===== config.mk =====
export PLATFORM = sky130hd
export DESIGN_NAME = epaio_port
export DESIGN_NICKNAME = d
export VERILOG_FILES = /design/src/rtl/epaio_pkg.sv /design/src/rtl/epaio_pin_slice.sv /design/src/rtl/epaio_port.sv /design/src/rtl/epaio_sync.sv
export SDC_FILE = /design/constraint.sdc
export NUM_CORES = 1
export LEC_CHECK = 0
export CORE_ASPECT_RATIO = 0.7
export CORE_MARGIN = 2
export CORE_UTILIZATION = 50
export CTS_CLUSTER_DIAMETER = 60
export CTS_CLUSTER_SIZE = 16
export DETAILED_ROUTE_END_ITERATION = 12
export DONT_BUFFER_PORTS = 1
export GPL_TIMING_DRIVEN = 1
export SYNTH_ARGS = -nofsm -noshare
export SYNTH_HDL_FRONTEND = slang
export SYNTH_SLANG_ARGS = --single-unit

===== constraint.sdc =====
create_clock -name CLOCK -period 1.2 [get_ports CLOCK]
set_input_delay 0.12 -clock CLOCK [delete_from_list [all_inputs] [get_ports CLOCK]]
set_output_delay 0.12 -clock CLOCK [all_outputs]
set_load 0.005 [all_outputs]

===== src/rtl/epaio_pkg.sv =====
// package for the eight-bit general-purpose port with shared pin functions
// assumes one system clock and a synchronous active-high reset
package epaio_pkg;

  localparam int          EPAIO_PINS     = 8;     // port width
  localparam int          EPAIO_ANS_BITS = 5;     // analog-select bits
  localparam int          EPAIO_SYNC_STG = 2;     // synchroniser depth

  // reset values
  localparam logic [7:0]  EPAIO_DIR_RST  = 8'hFF; // all pins inputs
  localparam logic [7:0]  EPAIO_LAT_RST  = 8'h00; // latches cleared
  localparam logic [4:0]  EPAIO_ANS_RST  = 5'h1F; // all analog-capable pins analog

  // pin positions of shared functions
  localparam int          EPAIO_PIN_REF  = 2;     // reference output pin
  localparam int          EPAIO_PIN_TMR  = 4;     // timer clock / comparator one
  localparam int          EPAIO_PIN_CMP2 = 5;     // comparator two / analog bit four
  localparam int          EPAIO_PIN_OSCA = 6;     // oscillator feedback pin
  localparam int          EPAIO_PIN_OSCB = 7;     // oscillator input pin

  // analog-select bit positions
  localparam int          EPAIO_ANS_LOW  = 0;     // bits 0..3 map to pins 0..3
  localparam int          EPAIO_ANS_HIGH = 4;     // bit 4 maps to pin five

endpackage : epaio_pkg


===== src/rtl/epaio_pin_slice.sv =====
// combinational next-state for one pin: driver, data and digital input gate
// assumes every input is on the system clock; results are registered above
`timescale 1ns/1ps
module epaio_pin_slice (
  input  wire logic dir,      // direction bit, one = input
  input  wire logic lat,      // output latch bit
  input  wire logic alt_en,   // peripheral output routed here
  input  wire logic alt_dat,  // peripheral output value
  input  wire logic out_kill, // peripheral owns the pin, no driver
  input  wire logic in_kill,  // digital input path off
  input  wire logic pin_sync, // synchronised pin level
  output logic      oe_d,     // next driver enable
  output logic      out_d,    // next driven value
  output logic      lvl_d     // next level-read bit
);

  // driver follows direction unless a peripheral withholds the pin
  assign oe_d  = ~dir & ~out_kill;
  // routed peripheral output takes priority over latch data
  assign out_d = oe_d & (alt_en ? alt_dat : lat);
  // a disabled input buffer reads as zero
  assign lvl_d = pin_sync & ~in_kill;

endmodule // epaio_pin_slice


===== src/rtl/epaio_port.sv =====
// eight-bit bidirectional port with direction, latch and level registers
// assumes same-clock register strobes from the core, raw pins from outside,
// and peripheral enables coming from the comparator and oscillator logic
`timescale 1ns/1ps
module epaio_port
  import epaio_pkg::*;
(
  input  wire logic                      CLOCK,         // system clock, 25 MHz
  input  wire logic                      SRST,          // synchronous reset, high
  // pins
  input  wire logic [EPAIO_PINS-1:0]     PIN_IN,        // pad levels, asynchronous
  output logic      [EPAIO_PINS-1:0]     PIN_OUT,       // pad output values
  output logic      [EPAIO_PINS-1:0]     PIN_OE,        // pad driver enables, high drives
  // register writes
  input  wire logic [EPAIO_PINS-1:0]     WR_DATA,       // write data, all registers
  input  wire logic                      WR_LEVEL,      // write pin-level register
  input  wire logic                      WR_LATCH,      // write output latch register
  input  wire logic                      WR_DIR,        // write direction register
  input  wire logic                      WR_ANALOG_SELECT_REGISTER,      // write analog-select register
  // register reads
  output logic      [EPAIO_PINS-1:0]     RD_LEVEL,      // pin-level register
  output logic      [EPAIO_PINS-1:0]     RD_LATCH,      // output latch register
  output logic      [EPAIO_PINS-1:0]     RD_DIR,        // direction register
  output logic      [EPAIO_ANS_BITS-1:0] RD_ANALOG_SELECT_REGISTER,      // analog-select bits
  // configuration and peripherals
  input  wire logic                      OSC_A_PORT,    // pin six used as port pin
  input  wire logic                      OSC_B_PORT,    // pin seven used as port pin
  input  wire logic                      REF_OUT_EN,    // comparator reference output on
  input  wire logic                      CMP1_OUT_EN,   // comparator one output routed
  input  wire logic                      CMP1_OUT,      // comparator one output value
  input  wire logic                      CMP2_OUT_EN,   // comparator two output routed
  input  wire logic                      CMP2_OUT,      // comparator two output value
  output logic                           TMR_CLK_IN,    // timer clock from pin four
  output logic      [EPAIO_PINS-1:0]     ANALOG_PIN     // pins handed to analog inputs
);

  // ------------------------------------------------------------------
  // state
  // ------------------------------------------------------------------
  logic [EPAIO_PINS-1:0]     dir_q;       // direction bits
  logic [EPAIO_PINS-1:0]     lat_q;       // output latch bits
  logic [EPAIO_ANS_BITS-1:0] ans_q;       // analog-select bits
  logic [EPAIO_PINS-1:0]     lat_d;       // next latch
  logic [EPAIO_PINS-1:0]     pin_sync;    // synchronised pads
  logic [EPAIO_PINS-1:0]     oe_d;        // next driver enables
  logic [EPAIO_PINS-1:0]     out_d;       // next pad values
  logic [EPAIO_PINS-1:0]     lvl_d;       // next level reads

  // ------------------------------------------------------------------
  // pin ownership decode
  // ------------------------------------------------------------------
  wire [EPAIO_PINS-1:0] port_pin;         // pins usable as port pins
  wire [EPAIO_PINS-1:0] ana_pin;          // pins with analog selection
  wire [EPAIO_PINS-1:0] ref_pin;          // pin taken by reference output
  wire [EPAIO_PINS-1:0] alt_en;           // comparator outputs routed
  wire [EPAIO_PINS-1:0] alt_dat;          // comparator output values
  wire [EPAIO_PINS-1:0] out_kill;         // drivers withheld
  wire [EPAIO_PINS-1:0] in_kill;          // input buffers off

  // oscillator pins leave the port per oscillator configuration
  assign port_pin = {OSC_B_PORT, OSC_A_PORT, 6'h3F};

  // low four analog bits sit on pins 0..3, the fifth on pin five
  assign ana_pin  = {2'h0, ans_q[EPAIO_ANS_HIGH], 1'b0,
                     ans_q[EPAIO_ANS_HIGH-1:EPAIO_ANS_LOW]};

  // reference output claims pin two both ways
  assign ref_pin  = {5'h00, REF_OUT_EN, 2'h0};

  // pin four shares comparator one, pin five comparator two
  assign alt_en   = {2'h0, CMP2_OUT_EN, CMP1_OUT_EN, 4'h0};
  assign alt_dat  = {2'h0, CMP2_OUT, CMP1_OUT, 4'h0};

  // analog selection is absent here: output path untouched
  assign out_kill = ~port_pin | ref_pin;
  // analog, reference or oscillator use blocks the digital input
  assign in_kill  = ~port_pin | ref_pin | ana_pin;

  // ------------------------------------------------------------------
  // input synchroniser
  // ------------------------------------------------------------------
  epaio_sync #(
    .WIDTH (EPAIO_PINS)
  ) u_sync (
    .clk  (CLOCK),
    .srst (SRST),
    .d    (PIN_IN),
    .q    (pin_sync)
  );

  // ------------------------------------------------------------------
  // per-pin slices
  // ------------------------------------------------------------------
  // eight independent pins, no shared state between them
  for (genvar g = 0; g < EPAIO_PINS; g++) begin : g_pin
    epaio_pin_slice u_slice (
      .dir      (dir_q[g]),
      .lat      (lat_q[g]),
      .alt_en   (alt_en[g]),
      .alt_dat  (alt_dat[g]),
      .out_kill (out_kill[g]),
      .in_kill  (in_kill[g]),
      .pin_sync (pin_sync[g]),
      .oe_d     (oe_d[g]),
      .out_d    (out_d[g]),
      .lvl_d    (lvl_d[g])
    );
  end

  // ------------------------------------------------------------------
  // latch write select
  // ------------------------------------------------------------------
  // both level and latch writes land in the latch; latch write wins a tie
  assign lat_d = WR_LATCH ? WR_DATA :
                 WR_LEVEL ? WR_DATA : lat_q;

  // ------------------------------------------------------------------
  // control registers
  // ------------------------------------------------------------------
  // reset leaves all pins inputs and analog pins analog
  always_ff @(posedge CLOCK) begin
    if (SRST) begin
      dir_q <= EPAIO_DIR_RST;
      lat_q <= EPAIO_LAT_RST;
      ans_q <= EPAIO_ANS_RST;
    end else begin
      lat_q <= lat_d;
      if (WR_DIR) begin
        dir_q <= WR_DATA;
      end
      if (WR_ANALOG_SELECT_REGISTER) begin
        ans_q <= WR_DATA[EPAIO_ANS_BITS-1:0];
      end
    end
  end

  // ------------------------------------------------------------------
  // pad outputs, registered so the pads never glitch on decode
  // ------------------------------------------------------------------
  // one cycle of latency is traded for clean pad edges
  always_ff @(posedge CLOCK) begin
    if (SRST) begin
      PIN_OE  <= '0;
      PIN_OUT <= '0;
    end else begin
      PIN_OE  <= oe_d;
      PIN_OUT <= out_d;
    end
  end

  // ------------------------------------------------------------------
  // read-back registers
  // ------------------------------------------------------------------
  // oscillator-owned pins read zero in every register
  always_ff @(posedge CLOCK) begin
    if (SRST) begin
      RD_LEVEL   <= '0;
      RD_LATCH   <= '0;
      RD_DIR     <= '0;
      RD_ANALOG_SELECT_REGISTER   <= '0;
      TMR_CLK_IN <= 1'b0;
      ANALOG_PIN <= '0;
    end else begin
      RD_LEVEL   <= lvl_d;
      RD_LATCH   <= lat_q & port_pin;
      RD_DIR     <= dir_q & port_pin;
      RD_ANALOG_SELECT_REGISTER   <= ans_q;
      TMR_CLK_IN <= pin_sync[EPAIO_PIN_TMR];
      ANALOG_PIN <= ana_pin;
    end
  end

  // analog pins still obey direction; software must keep them inputs
  // so the latch does not fight the analog source

  // ------------------------------------------------------------------
  // checks
  // ------------------------------------------------------------------
  // direction one: no driver next cycle, on any pin
  property p_dir_in;
    @(posedge CLOCK) disable iff (SRST)
    1'b1 |=> ((PIN_OE & $past(dir_q)) == 8'h00);
  endproperty
  a_dir_in: assert property (p_dir_in)
    else $error("driver enabled on a pin set as input");

  // direction zero on a plain pin: driver on, latch value out
  property p_dir_out;
    @(posedge CLOCK) disable iff (SRST)
    !dir_q[0] |=> PIN_OE[0] && (PIN_OUT[0] == $past(lat_q[0]));
  endproperty
  a_dir_out: assert property (p_dir_out)
    else $error("output pin does not drive its latch value");

  // level write reaches the latch
  property p_level_wr;
    @(posedge CLOCK) disable iff (SRST)
    WR_LEVEL && !WR_LATCH |=> lat_q == $past(WR_DATA);
  endproperty
  a_level_wr: assert property (p_level_wr)
    else $error("level register write missed the latch");

  // latch write reads back two cycles later on plain pins
  property p_latch_rd;
    @(posedge CLOCK) disable iff (SRST)
    WR_LATCH |-> ##2 RD_LATCH[5:0] == $past(WR_DATA[5:0], 2);
  endproperty
  a_latch_rd: assert property (p_latch_rd)
    else $error("latch read-back differs from written value");

  // oscillator-owned pin six reads zero and is never driven
  property p_osc_zero;
    @(posedge CLOCK) disable iff (SRST)
    !OSC_A_PORT |=> !RD_LEVEL[6] && !RD_DIR[6] && !RD_LATCH[6] && !PIN_OE[6];
  endproperty
  a_osc_zero: assert property (p_osc_zero)
    else $error("oscillator pin visible as port pin");

  // first cycle after reset: analog selected, all inputs
  property p_reset_val;
    @(posedge CLOCK) disable iff (SRST)
    $fell(SRST) |-> (ans_q == EPAIO_ANS_RST) && (dir_q == EPAIO_DIR_RST) ##1 (RD_LEVEL[3:0] == 4'h0);
  endproperty
  a_reset_val: assert property (p_reset_val)
    else $error("reset state of analog or direction bits wrong");

  // analog pin reads zero
  property p_ana_zero;
    @(posedge CLOCK) disable iff (SRST)
    ans_q[0] && ans_q[4] |=> !RD_LEVEL[0] && !RD_LEVEL[5];
  endproperty
  a_ana_zero: assert property (p_ana_zero)
    else $error("analog pin shows digital level");

  // analog selection keeps the output path
  property p_ana_drive;
    @(posedge CLOCK) disable iff (SRST)
    ans_q[1] && !dir_q[1] |=> PIN_OE[1] && (PIN_OUT[1] == $past(lat_q[1]));
  endproperty
  a_ana_drive: assert property (p_ana_drive)
    else $error("analog selection disturbed output driver");

  // reference output takes pin two both ways
  property p_ref_pin;
    @(posedge CLOCK) disable iff (SRST)
    REF_OUT_EN |=> !PIN_OE[2] && !RD_LEVEL[2];
  endproperty
  a_ref_pin: assert property (p_ref_pin)
    else $error("pin two still digital with reference output on");

  // routed comparator one replaces latch data on pin four
  property p_cmp_drive;
    @(posedge CLOCK) disable iff (SRST)
    CMP1_OUT_EN && !dir_q[4] |=> PIN_OE[4] && (PIN_OUT[4] == $past(CMP1_OUT));
  endproperty
  a_cmp_drive: assert property (p_cmp_drive)
    else $error("comparator output not on pin four");

  // pin four level appears three edges after the pad
  property p_sync_lat;
    @(posedge CLOCK) disable iff (SRST)
    (!SRST)[*4] |-> (RD_LEVEL[4] == $past(PIN_IN[4], 3)) && (TMR_CLK_IN == RD_LEVEL[4]);
  endproperty
  a_sync_lat: assert property (p_sync_lat)
    else $error("pin level latency is not three cycles");

  // direction write lands whole on the next edge
  property p_dir_wr;
    @(posedge CLOCK) disable iff (SRST)
    WR_DIR |=> dir_q == $past(WR_DATA);
  endproperty
  a_dir_wr: assert property (p_dir_wr)
    else $error("direction write did not land");

  // analog-select write reads back two edges later
  property p_analog_select_register_rd;
    @(posedge CLOCK) disable iff (SRST)
    WR_ANALOG_SELECT_REGISTER |-> ##2 RD_ANALOG_SELECT_REGISTER == $past(WR_DATA[EPAIO_ANS_BITS-1:0], 2);
  endproperty
  a_analog_select_register_rd: assert property (p_analog_select_register_rd)
    else $error("analog-select read-back differs from written value");

  // oscillator-owned pin seven reads zero and is never driven
  property p_osc_b_zero;
    @(posedge CLOCK) disable iff (SRST)
    !OSC_B_PORT |=> !RD_LEVEL[EPAIO_PIN_OSCB] && !RD_DIR[EPAIO_PIN_OSCB] &&
                    !RD_LATCH[EPAIO_PIN_OSCB] && !PIN_OE[EPAIO_PIN_OSCB];
  endproperty
  a_osc_b_zero: assert property (p_osc_b_zero)
    else $error("oscillator pin seven visible as port pin");

  // routed comparator two replaces latch data on pin five
  property p_cmp2_drive;
    @(posedge CLOCK) disable iff (SRST)
    CMP2_OUT_EN && !dir_q[EPAIO_PIN_CMP2] |=>
      PIN_OE[EPAIO_PIN_CMP2] && (PIN_OUT[EPAIO_PIN_CMP2] == $past(CMP2_OUT));
  endproperty
  a_cmp2_drive: assert property (p_cmp2_drive)
    else $error("comparator two output not on pin five");

  // an undriven pad never shows a high output value
  property p_out_gate;
    @(posedge CLOCK) disable iff (SRST)
    1'b1 |-> (PIN_OUT & ~PIN_OE) == 8'h00;
  endproperty
  a_out_gate: assert property (p_out_gate)
    else $error("pad value high while its driver is off");

endmodule // epaio_port


===== src/rtl/epaio_sync.sv =====
// two-stage level synchroniser for the pin inputs
// assumes the inputs are asynchronous to CLOCK
`timescale 1ns/1ps
module epaio_sync
  import epaio_pkg::*;
#(
  parameter int WIDTH = EPAIO_PINS            // bits synchronised
) (
  input  wire logic             clk,          // system clock
  input  wire logic             srst,         // synchronous reset
  input  wire logic [WIDTH-1:0] d,            // asynchronous levels
  output logic      [WIDTH-1:0] q             // synchronised levels
);

  logic [WIDTH-1:0] meta_q;                   // first stage, read only by stage two

  // first stage feeds only the second: no logic may tap it
  always_ff @(posedge clk) begin
    if (srst) begin
      meta_q <= '0;
      q      <= '0;
    end else begin
      meta_q <= d;
      q      <= meta_q;
    end
  end

endmodule // epaio_sync

==> results of run 1 <==
-- how the worst max path moves through the flow --
stage	to	slack (ns)	cells past startpoint	start
2_1_floorplan	lat_q[6]$_SDFFE_PP0P_	0.29	2	lat_q[6]$_SDFFE_PP0P_
3_3_place_gp	lat_q[2]$_SDFFE_PP0P_	0.24	2	WR_LATCH
3_5_place_dp	lat_q[6]$_SDFFE_PP0P_	0.24	2	lat_q[6]$_SDFFE_PP0P_
4_1_cts	PIN_OUT[0]$_SDFF_PP0_	0.01	3	dir_q[0]$_SDFFE_PP1P_
5_1_grt	RD_DIR[4]$_SDFF_PP0_	0.004	2	dir_q[4]$_SDFFE_PP1P_
6_report	RD_DIR[3]$_SDFF_PP0_	0.06	2	dir_q[3]$_SDFFE_PP1P_
-- metrics by stage --
step / cell area (um^2) / util, % / hold slack [ns] / setup slack (ns) / total power, W
2_1_floorplan: 2560 / - / 0.194 / 0.292 / 0.00319
5_1_grt: 3200 / 65.9 / -0.0258 / 0.00387 / 0.00567
4_1_cts: 3200 / 65.8 / 0.0130 / 0.0101 / 0.00548
3_5_place_dp: 2520 / 51.9 / 0.194 / 0.244 / 0.00316
6_report: 3200 / 65.9 / -0.0192 / 0.0639 / 0.00544
3_3_place_gp: 2520 / 51.9 / 0.194 / 0.244 / 0.00315
-- state kept, by name, indices dropped and copies added (netlist names) --
signal,cells
u_sync.q,8
RD_LEVEL,8
dir_q,8
RD_DIR,8
PIN_OE,8
u_sync.meta_q,8
ANALOG_PIN,5
lat_q,8
ans_q,5
RD_LATCH,8
PIN_OUT,8
-- layer usage --
layer	global-route usage (%)	vias up
li1	-	756
met5	0	-
met1	19.5	708
met2	29.2	58
met4	5.41	0
met3	8.79	6
-- synth_stat cells, types with 2 or more instances --
| library cell | instances |
|---|---|
| mux2_4 | 5 |
| nor3_1 | 3 |
| dfxtp_1 | 82 |
| nor2b_1 | 54 |
| a211o_1 | 13 |
| mux2i_1 | 3 |
| or3b_2 | 2 |
| nor3b_1 | 4 |
| buf_6 | 2 |
| nor2_1 | 6 |
| buf_2 | 7 |
| o21ai_0 | 2 |
| nand2b_1 | 2 |
| a21oi_1 | 2 |
| buf_4 | 9 |
| and2_1 | 10 |
-- cell type report --
class                   count  area (um^2)
fillers                   382         1660
flip-flops and latches     82         1640
multi-input cells         113          796
repair buffers             43          445
clock buffers              10          138
clock inverters             6         90.1
well taps                  69         86.3
inverters                   1         3.75
-- cell families (layout without fill, tap and decap cells) --
family                 Yosys count  in the layout
buffers and inverters           20             60
multiplexers                     8              8
other                            1              3
flip-flops                      82             82
AND/OR/NAND/NOR                 85             85
AO/OA/AOI/OAI                   17             17
-- where the power goes --
| part | switching (W) | internal, W | total (W) | leakage (nW) |
|---|---|---|---|---|
| Clock | 0.000952 | 0.00123 | 0.00218 | 0.112 |
| Combinational | 0.000121 | 0.000212 | 0.000333 | 0.553 |
| Sequential | 0.0000732 | 0.00286 | 0.00293 | 0.677 |
| Total | 0.00115 | 0.00430 | 0.00544 | 1.34 |
-- timing repair --
item,4_1_cts,5_1_grt
hold buffers,44,1
hold endpoints to repair,71,1
setup buffers,0,0
setup endpoints to repair,0,11
resized for setup,0,5
==> results.ini, run 1 <==
[power]
pwr_density_cell_mw_per_mm2=1700
p_leak_nw=1.34
ir_drop_v=0.00112

[clock_network]
cts_tree=yes
ctsHtreeMaxLevel=3
clk_latency_ns=0.34
cts-root-buf=clkbuf_8
cts.sinks=82
cts_buffers=9
clock_path_buffers=2
cts.clk_slew.worst_paths_ns=0.08

[flow_run]
maxCapViolations=0

[timing]
rsz0062_at_grt=false
fin_tns_setup_ns=0
worst_pin_slew_ns=0.650
setup_viol=0
hold_viol=2
timing.final.crit_share_pct=94.7
whs_ns=-0.0192
relSlewSlack_pct=56.7
slew_viol_final=0
period_needed_ns=1.14
finClkSkew_ns=0.00539
fmax_mhz=880

[setup_path]
cp.arrival_ns=1.43
path_buf_inv=1
worstRegToRegCells=2
timing.rr.start=dir_q[3]$_SDFFE_PP1P_
critical_path.cell_chain=nor2b_1, dlygate4sd3_1
critical_path_required_ns=1.49
critPathMaxFanout=4
rrSetupSlack_ns=0.06
cp_slowest_stage_delay_ns=0.56
critPathKind=reg -> reg
critPathSlowestCell=dlygate4sd3_1
crit_family=buffers and inverters
worstSetupEndpointType=register
reg2reg_to=RD_DIR[3]$_SDFF_PP0_
critPathLaunchType=register

[yosys]
synth_ff_type=dfxtp_1
synth_seq_area_share_pct=64.2
synthMuxAreaShare_pct=4.11
async_reset_ff_share_pct=0
post_synth_fa_ha_maj_area_fraction_pct=0
synthesis.area_mm2=0.00256
ys_ff_latch=82
yosysWarnings=0
synth.area.top_cells=dfxtp_1, nor2b_1, a211o_1, mux2_4, buf_4
synth-compound-area-share_pct=5.23
yosysUniqueCellTypes=23
synth-xor-area-share_pct=0
netlist_instances=213
synth_top_family_by_area=simple AND/OR/NAND/NOR gates
synth_top_area_share_pct=64.2
synth_largest_area_cell=dfxtp_1
synth-edff-count=0
syn_avg_cell_area_um2=12.0
yosys.area_share.simple_pct=21.1

[grt]
grt_pass1_wl_mm=7.26
antenna_found_initial=0
grt_pass1_vias=1547
track_usage_pct=17.5
grt.overflow.total=0
grt_max_degree=46

[die]
io_pins=83
core.rowCount=21
core_area_mm2=0.00486
die_x_um=89.5
die_h_um=63.8
initial_core_util_pct=52.6
design.die.area_mm2=0.00571

[route]
drt_iter0_markers=55
ant_nets=0
firstDrtPassIters=4
wl_met1_mm=2.00
wl_per_cell_um=14.1
drc_errors=0
route.met3.wl_um=326
maxUsedRoutingLayer=met4
detail_route.vias_per_cell=4.72
dr_wl_met2_mm=2.20
vias=1528
wl_mm=4.58

[layout]
final_common_cell=dfxtp_1
drive_above_1_share_pct=11.4
fin_cells=324
nets=279
area_growth_pct=25.2
layout_common_cells=dfxtp_1, nor2b_1, dlygate4sd3_1
n_antenna_cell=0

[worst_hold_path]
whs_path_depth=2
whs_endpoint=PIN_OUT[4]$_SDFF_PP0_
worstHoldStart=CMP1_OUT_EN
hp-class=in -> reg

[placed_design]
dp_hpwl_mm=2.63
portBuffers=0
dp_cells=265
gp_congestion=0.676

[run_status]
violations=negative hold slack
status=complete, but fails checks

Note: power is estimated with default switching activity, not from simulation.
==> run 2, diff against run 1 <==
--- a/config.mk
+++ b/config.mk
@@ -5,6 +5,7 @@
 export SDC_FILE = /design/constraint.sdc
 export NUM_CORES = 1
 export LEC_CHECK = 0
+export ABC_AREA = 1
 export CORE_ASPECT_RATIO = 0.7
 export CORE_MARGIN = 2
 export CORE_UTILIZATION = 50
==> results.ini, run 2 <==
[layout]
seqCellArea_mm2=0.00164  ; -0.15%
nets=342  ; +23%
drive_above_1_share_pct=5.66  ; -5.7 points
fin_cells=387  ; +19%
final_area_mm2=0.00311  ; -3.0%
layout_common_cells=dfxtp_1, nor2_1, inv_1
multi_input_area_um2=568  ; -29%
area_growth_pct=22.7
final_common_cell=dfxtp_1
fillers=430  ; +13%
n_antenna_cell=0  ; unchanged

[clock_network]
cts_buffers=9  ; unchanged
ctsHtreeMaxLevel=3  ; unchanged
cts.clk_slew.worst_paths_ns=0.08  ; about the same
clock_path_buffers=2  ; unchanged
post-cts-setup-buffer-count=0  ; unchanged
cts_tree=yes
cts-root-buf=clkbuf_8
cts.sinks=82  ; unchanged
clk_latency_ns=0.34  ; about the same

[setup_path]
rrSetupSlack_ns=0.06  ; about the same
cp.depth=4  ; +2
reg2reg_to=PIN_OUT[5]$_SDFF_PP0_
worstSetupEndpointType=register
critPathSlowestCell=dlygate4sd3_1
critPathLaunchType=input port
critPathMaxFanout=2  ; -2
startpoint=CMP2_OUT_EN
path_buf_inv=2  ; +1
crit_family=buffers and inverters
worstRegToRegCells=3  ; +1
critical_path_required_ns=1.44  ; -0.05 ns
cp.arrival_ns=1.40  ; -0.03 ns
critical_path.cell_chain=dlygate4sd3_1, o21ai_0, dlygate4sd3_1, nor2_1
cp-endpoint=PIN_OUT[5]$_SDFF_PP0_
critPathKind=in -> reg
crit_top_cell=dlygate4sd3_1
cp_slowest_stage_delay_ns=0.56  ; about the same
timing.rr.start=lat_q[5]$_SDFFE_PP0P_

[timing]
hold_viol=1  ; -1
rsz0062_at_grt=false
period_needed_ns=1.16  ; +0.0253 ns
slew_viol_final=0  ; unchanged
whs_ns=-0.00664  ; +0.0126 ns
worst_pin_slew_ns=0.537  ; -0.113 ns
setup_viol=0  ; unchanged
fmax_mhz=861  ; -2.2%
finClkSkew_ns=0.00605  ; +0.000666 ns
relSlewSlack_pct=64.1  ; +7.4 points
fin_tns_setup_ns=0  ; unchanged
timing.final.crit_share_pct=96.8  ; +2.1 points

[yosys]
ys_ff_latch=82  ; unchanged
async_reset_ff_share_pct=0  ; unchanged
synth_seq_area_share_pct=64.9  ; +0.67 points
yosysWarnings=0  ; unchanged
synth.area.top_cells=dfxtp_1, nor2_1, inv_1, nand2_1, buf_4
synth_ff_type=dfxtp_1
yosysUniqueCellTypes=14  ; -39%
syn_avg_cell_area_um2=8.98  ; -25%
synth-edff-count=0  ; unchanged
ys_top_cells_by_count=dfxtp_1, nor2_1, inv_1, nand2_1, o21ai_0
synth_top_area_share_pct=64.9  ; +0.67 points
yosysMostFrequentCell=dfxtp_1
netlist_instances=282  ; +32%
synthesis.area_mm2=0.00253  ; -1.0%
synth_largest_area_cell=dfxtp_1

[die]
core.rowCount=21  ; unchanged
io_pins=83  ; unchanged
initial_core_util_pct=52.4  ; -0.26 points
die_x_um=89.0  ; -0.49%
design.die.area_mm2=0.00566  ; -0.97%
die_h_um=63.5  ; -0.48%
core_area_mm2=0.00483  ; -0.54%

[worst_hold_path]
hp-class=in -> reg
worstHoldStart=CMP1_OUT

[route]
ant_nets=0  ; unchanged
firstDrtPassIters=4  ; unchanged
wl_per_cell_um=11.9  ; -16%
drc_errors=0  ; unchanged
wl_mm=4.60  ; +0.48%
drt_iter0_markers=80  ; +45%
detail_route.vias_per_cell=4.49  ; -4.7%
vias=1739  ; +14%

[grt]
grt.overflow.total=0  ; unchanged
track_usage_pct=18.7  ; +1.1 points
grt_max_degree=44  ; -4.3%
grt_pass1_wl_mm=7.73  ; +6.5%
antenna_found_initial=0  ; unchanged
grt_pass1_vias=1699  ; +9.8%

[placed_design]
gp_congestion=0.737  ; +9.1%
dp_cells=333  ; +26%
dpl_cell_area_mm2=0.00246  ; -2.3%
portBuffers=0  ; unchanged
dp_hpwl_mm=2.66  ; +1.0%

[run_status]
violations=negative hold slack
status=complete, but fails checks

[power]
p_leak_nw=1.47  ; +9.7%
pwr_density_cell_mw_per_mm2=1820  ; +7.2%
ir_drop_v=0.000763  ; -32%

[flow_run]
maxCapViolations=0  ; unchanged

run 2: changes by cell type in the layout (fill, tap and decap cells not counted), moves of 3 or more:
cell	before	now
a211o_1	13	0
a21oi_1	2	13
and2_1	10	0
dlygate4sd3_1	40	37
inv_1	1	43
mux2_4	5	0
mux2i_1	3	0
nand2_1	0	31
nor2_1	6	69
nor2b_1	54	0
nor3_1	2	6
nor3b_1	4	0
o21ai_0	2	15
run 2: report_power, final:
part / switching [W] / leakage, nW / total (W) / internal [W]
Sequential: 0.0000636 / 0.677 / 0.00292 / 0.00286
Combinational: 0.000170 / 0.672 / 0.000317 / 0.000147
Clock: 0.000923 / 0.123 / 0.00242 / 0.00150
run 2: worst min path at each step:
stage	to	cells after the start
2_1_floorplan	u_sync.meta_q[0]$_SDFF_PP0_	2
3_3_place_gp	u_sync.meta_q[6]$_SDFF_PP0_	1
3_5_place_dp	u_sync.meta_q[3]$_SDFF_PP0_	1
4_1_cts	lat_q[3]$_SDFFE_PP0P_	3
5_1_grt	lat_q[7]$_SDFFE_PP0P_	3
6_report	PIN_OUT[4]$_SDFF_PP0_	4
run 2: through the flow:
stage	util (%)	setup slack, ns	total power (W)
floorplan	-	0.552	0.00320
global placement	51.0	0.492	0.00316
detailed placement	51.0	0.455	0.00317
CTS	64.5	0.0536	0.00571
global route	64.3	0.0144	0.00590
finish	64.3	0.0386	0.00566
run 2: what timing repair did:
item                                   4_1_cts  5_1_grt
hold buffers                                39        0
setup endpoints to repair                    0        1
gates resized for setup                      0        0
endpoints found under the hold margin       79        0
run 2: logic make-up (layout without fill, tap and decap cells):
kind of cell    after synthesis  after routing  synth area share [%]
compound gates               28             28                  5.54
other cells                   1              3                 0.148
buf+inv                      64             98                  13.0
flops                        82             82                  64.9
simple gates                107            107                  16.5
run 2: tightest hold or removal path, stage by stage:
cell and delay, ns:
inv_1 0.03, nand2_1 0.04, o21ai_0 0.07, nor2_1 0.04
run 2: final cells by class:
type	count	share of cell area (%)
inverter	44	5.40
sequential	82	52.8
timing repair buffer	38	12.6
multi-input combinational	138	18.3
clock buffer	12	4.99
tap	69	2.78
clock inverter	4	3.14
run 2: routing by layer:
layer	GRT usage (%)	share of wire, %	up-vias
li1	-	-	882
met2	30.0	46	56
met3	9.17	7.6	9
met4	9.14	1.7	0
met1	20.3	44	792
met5	0	0	-
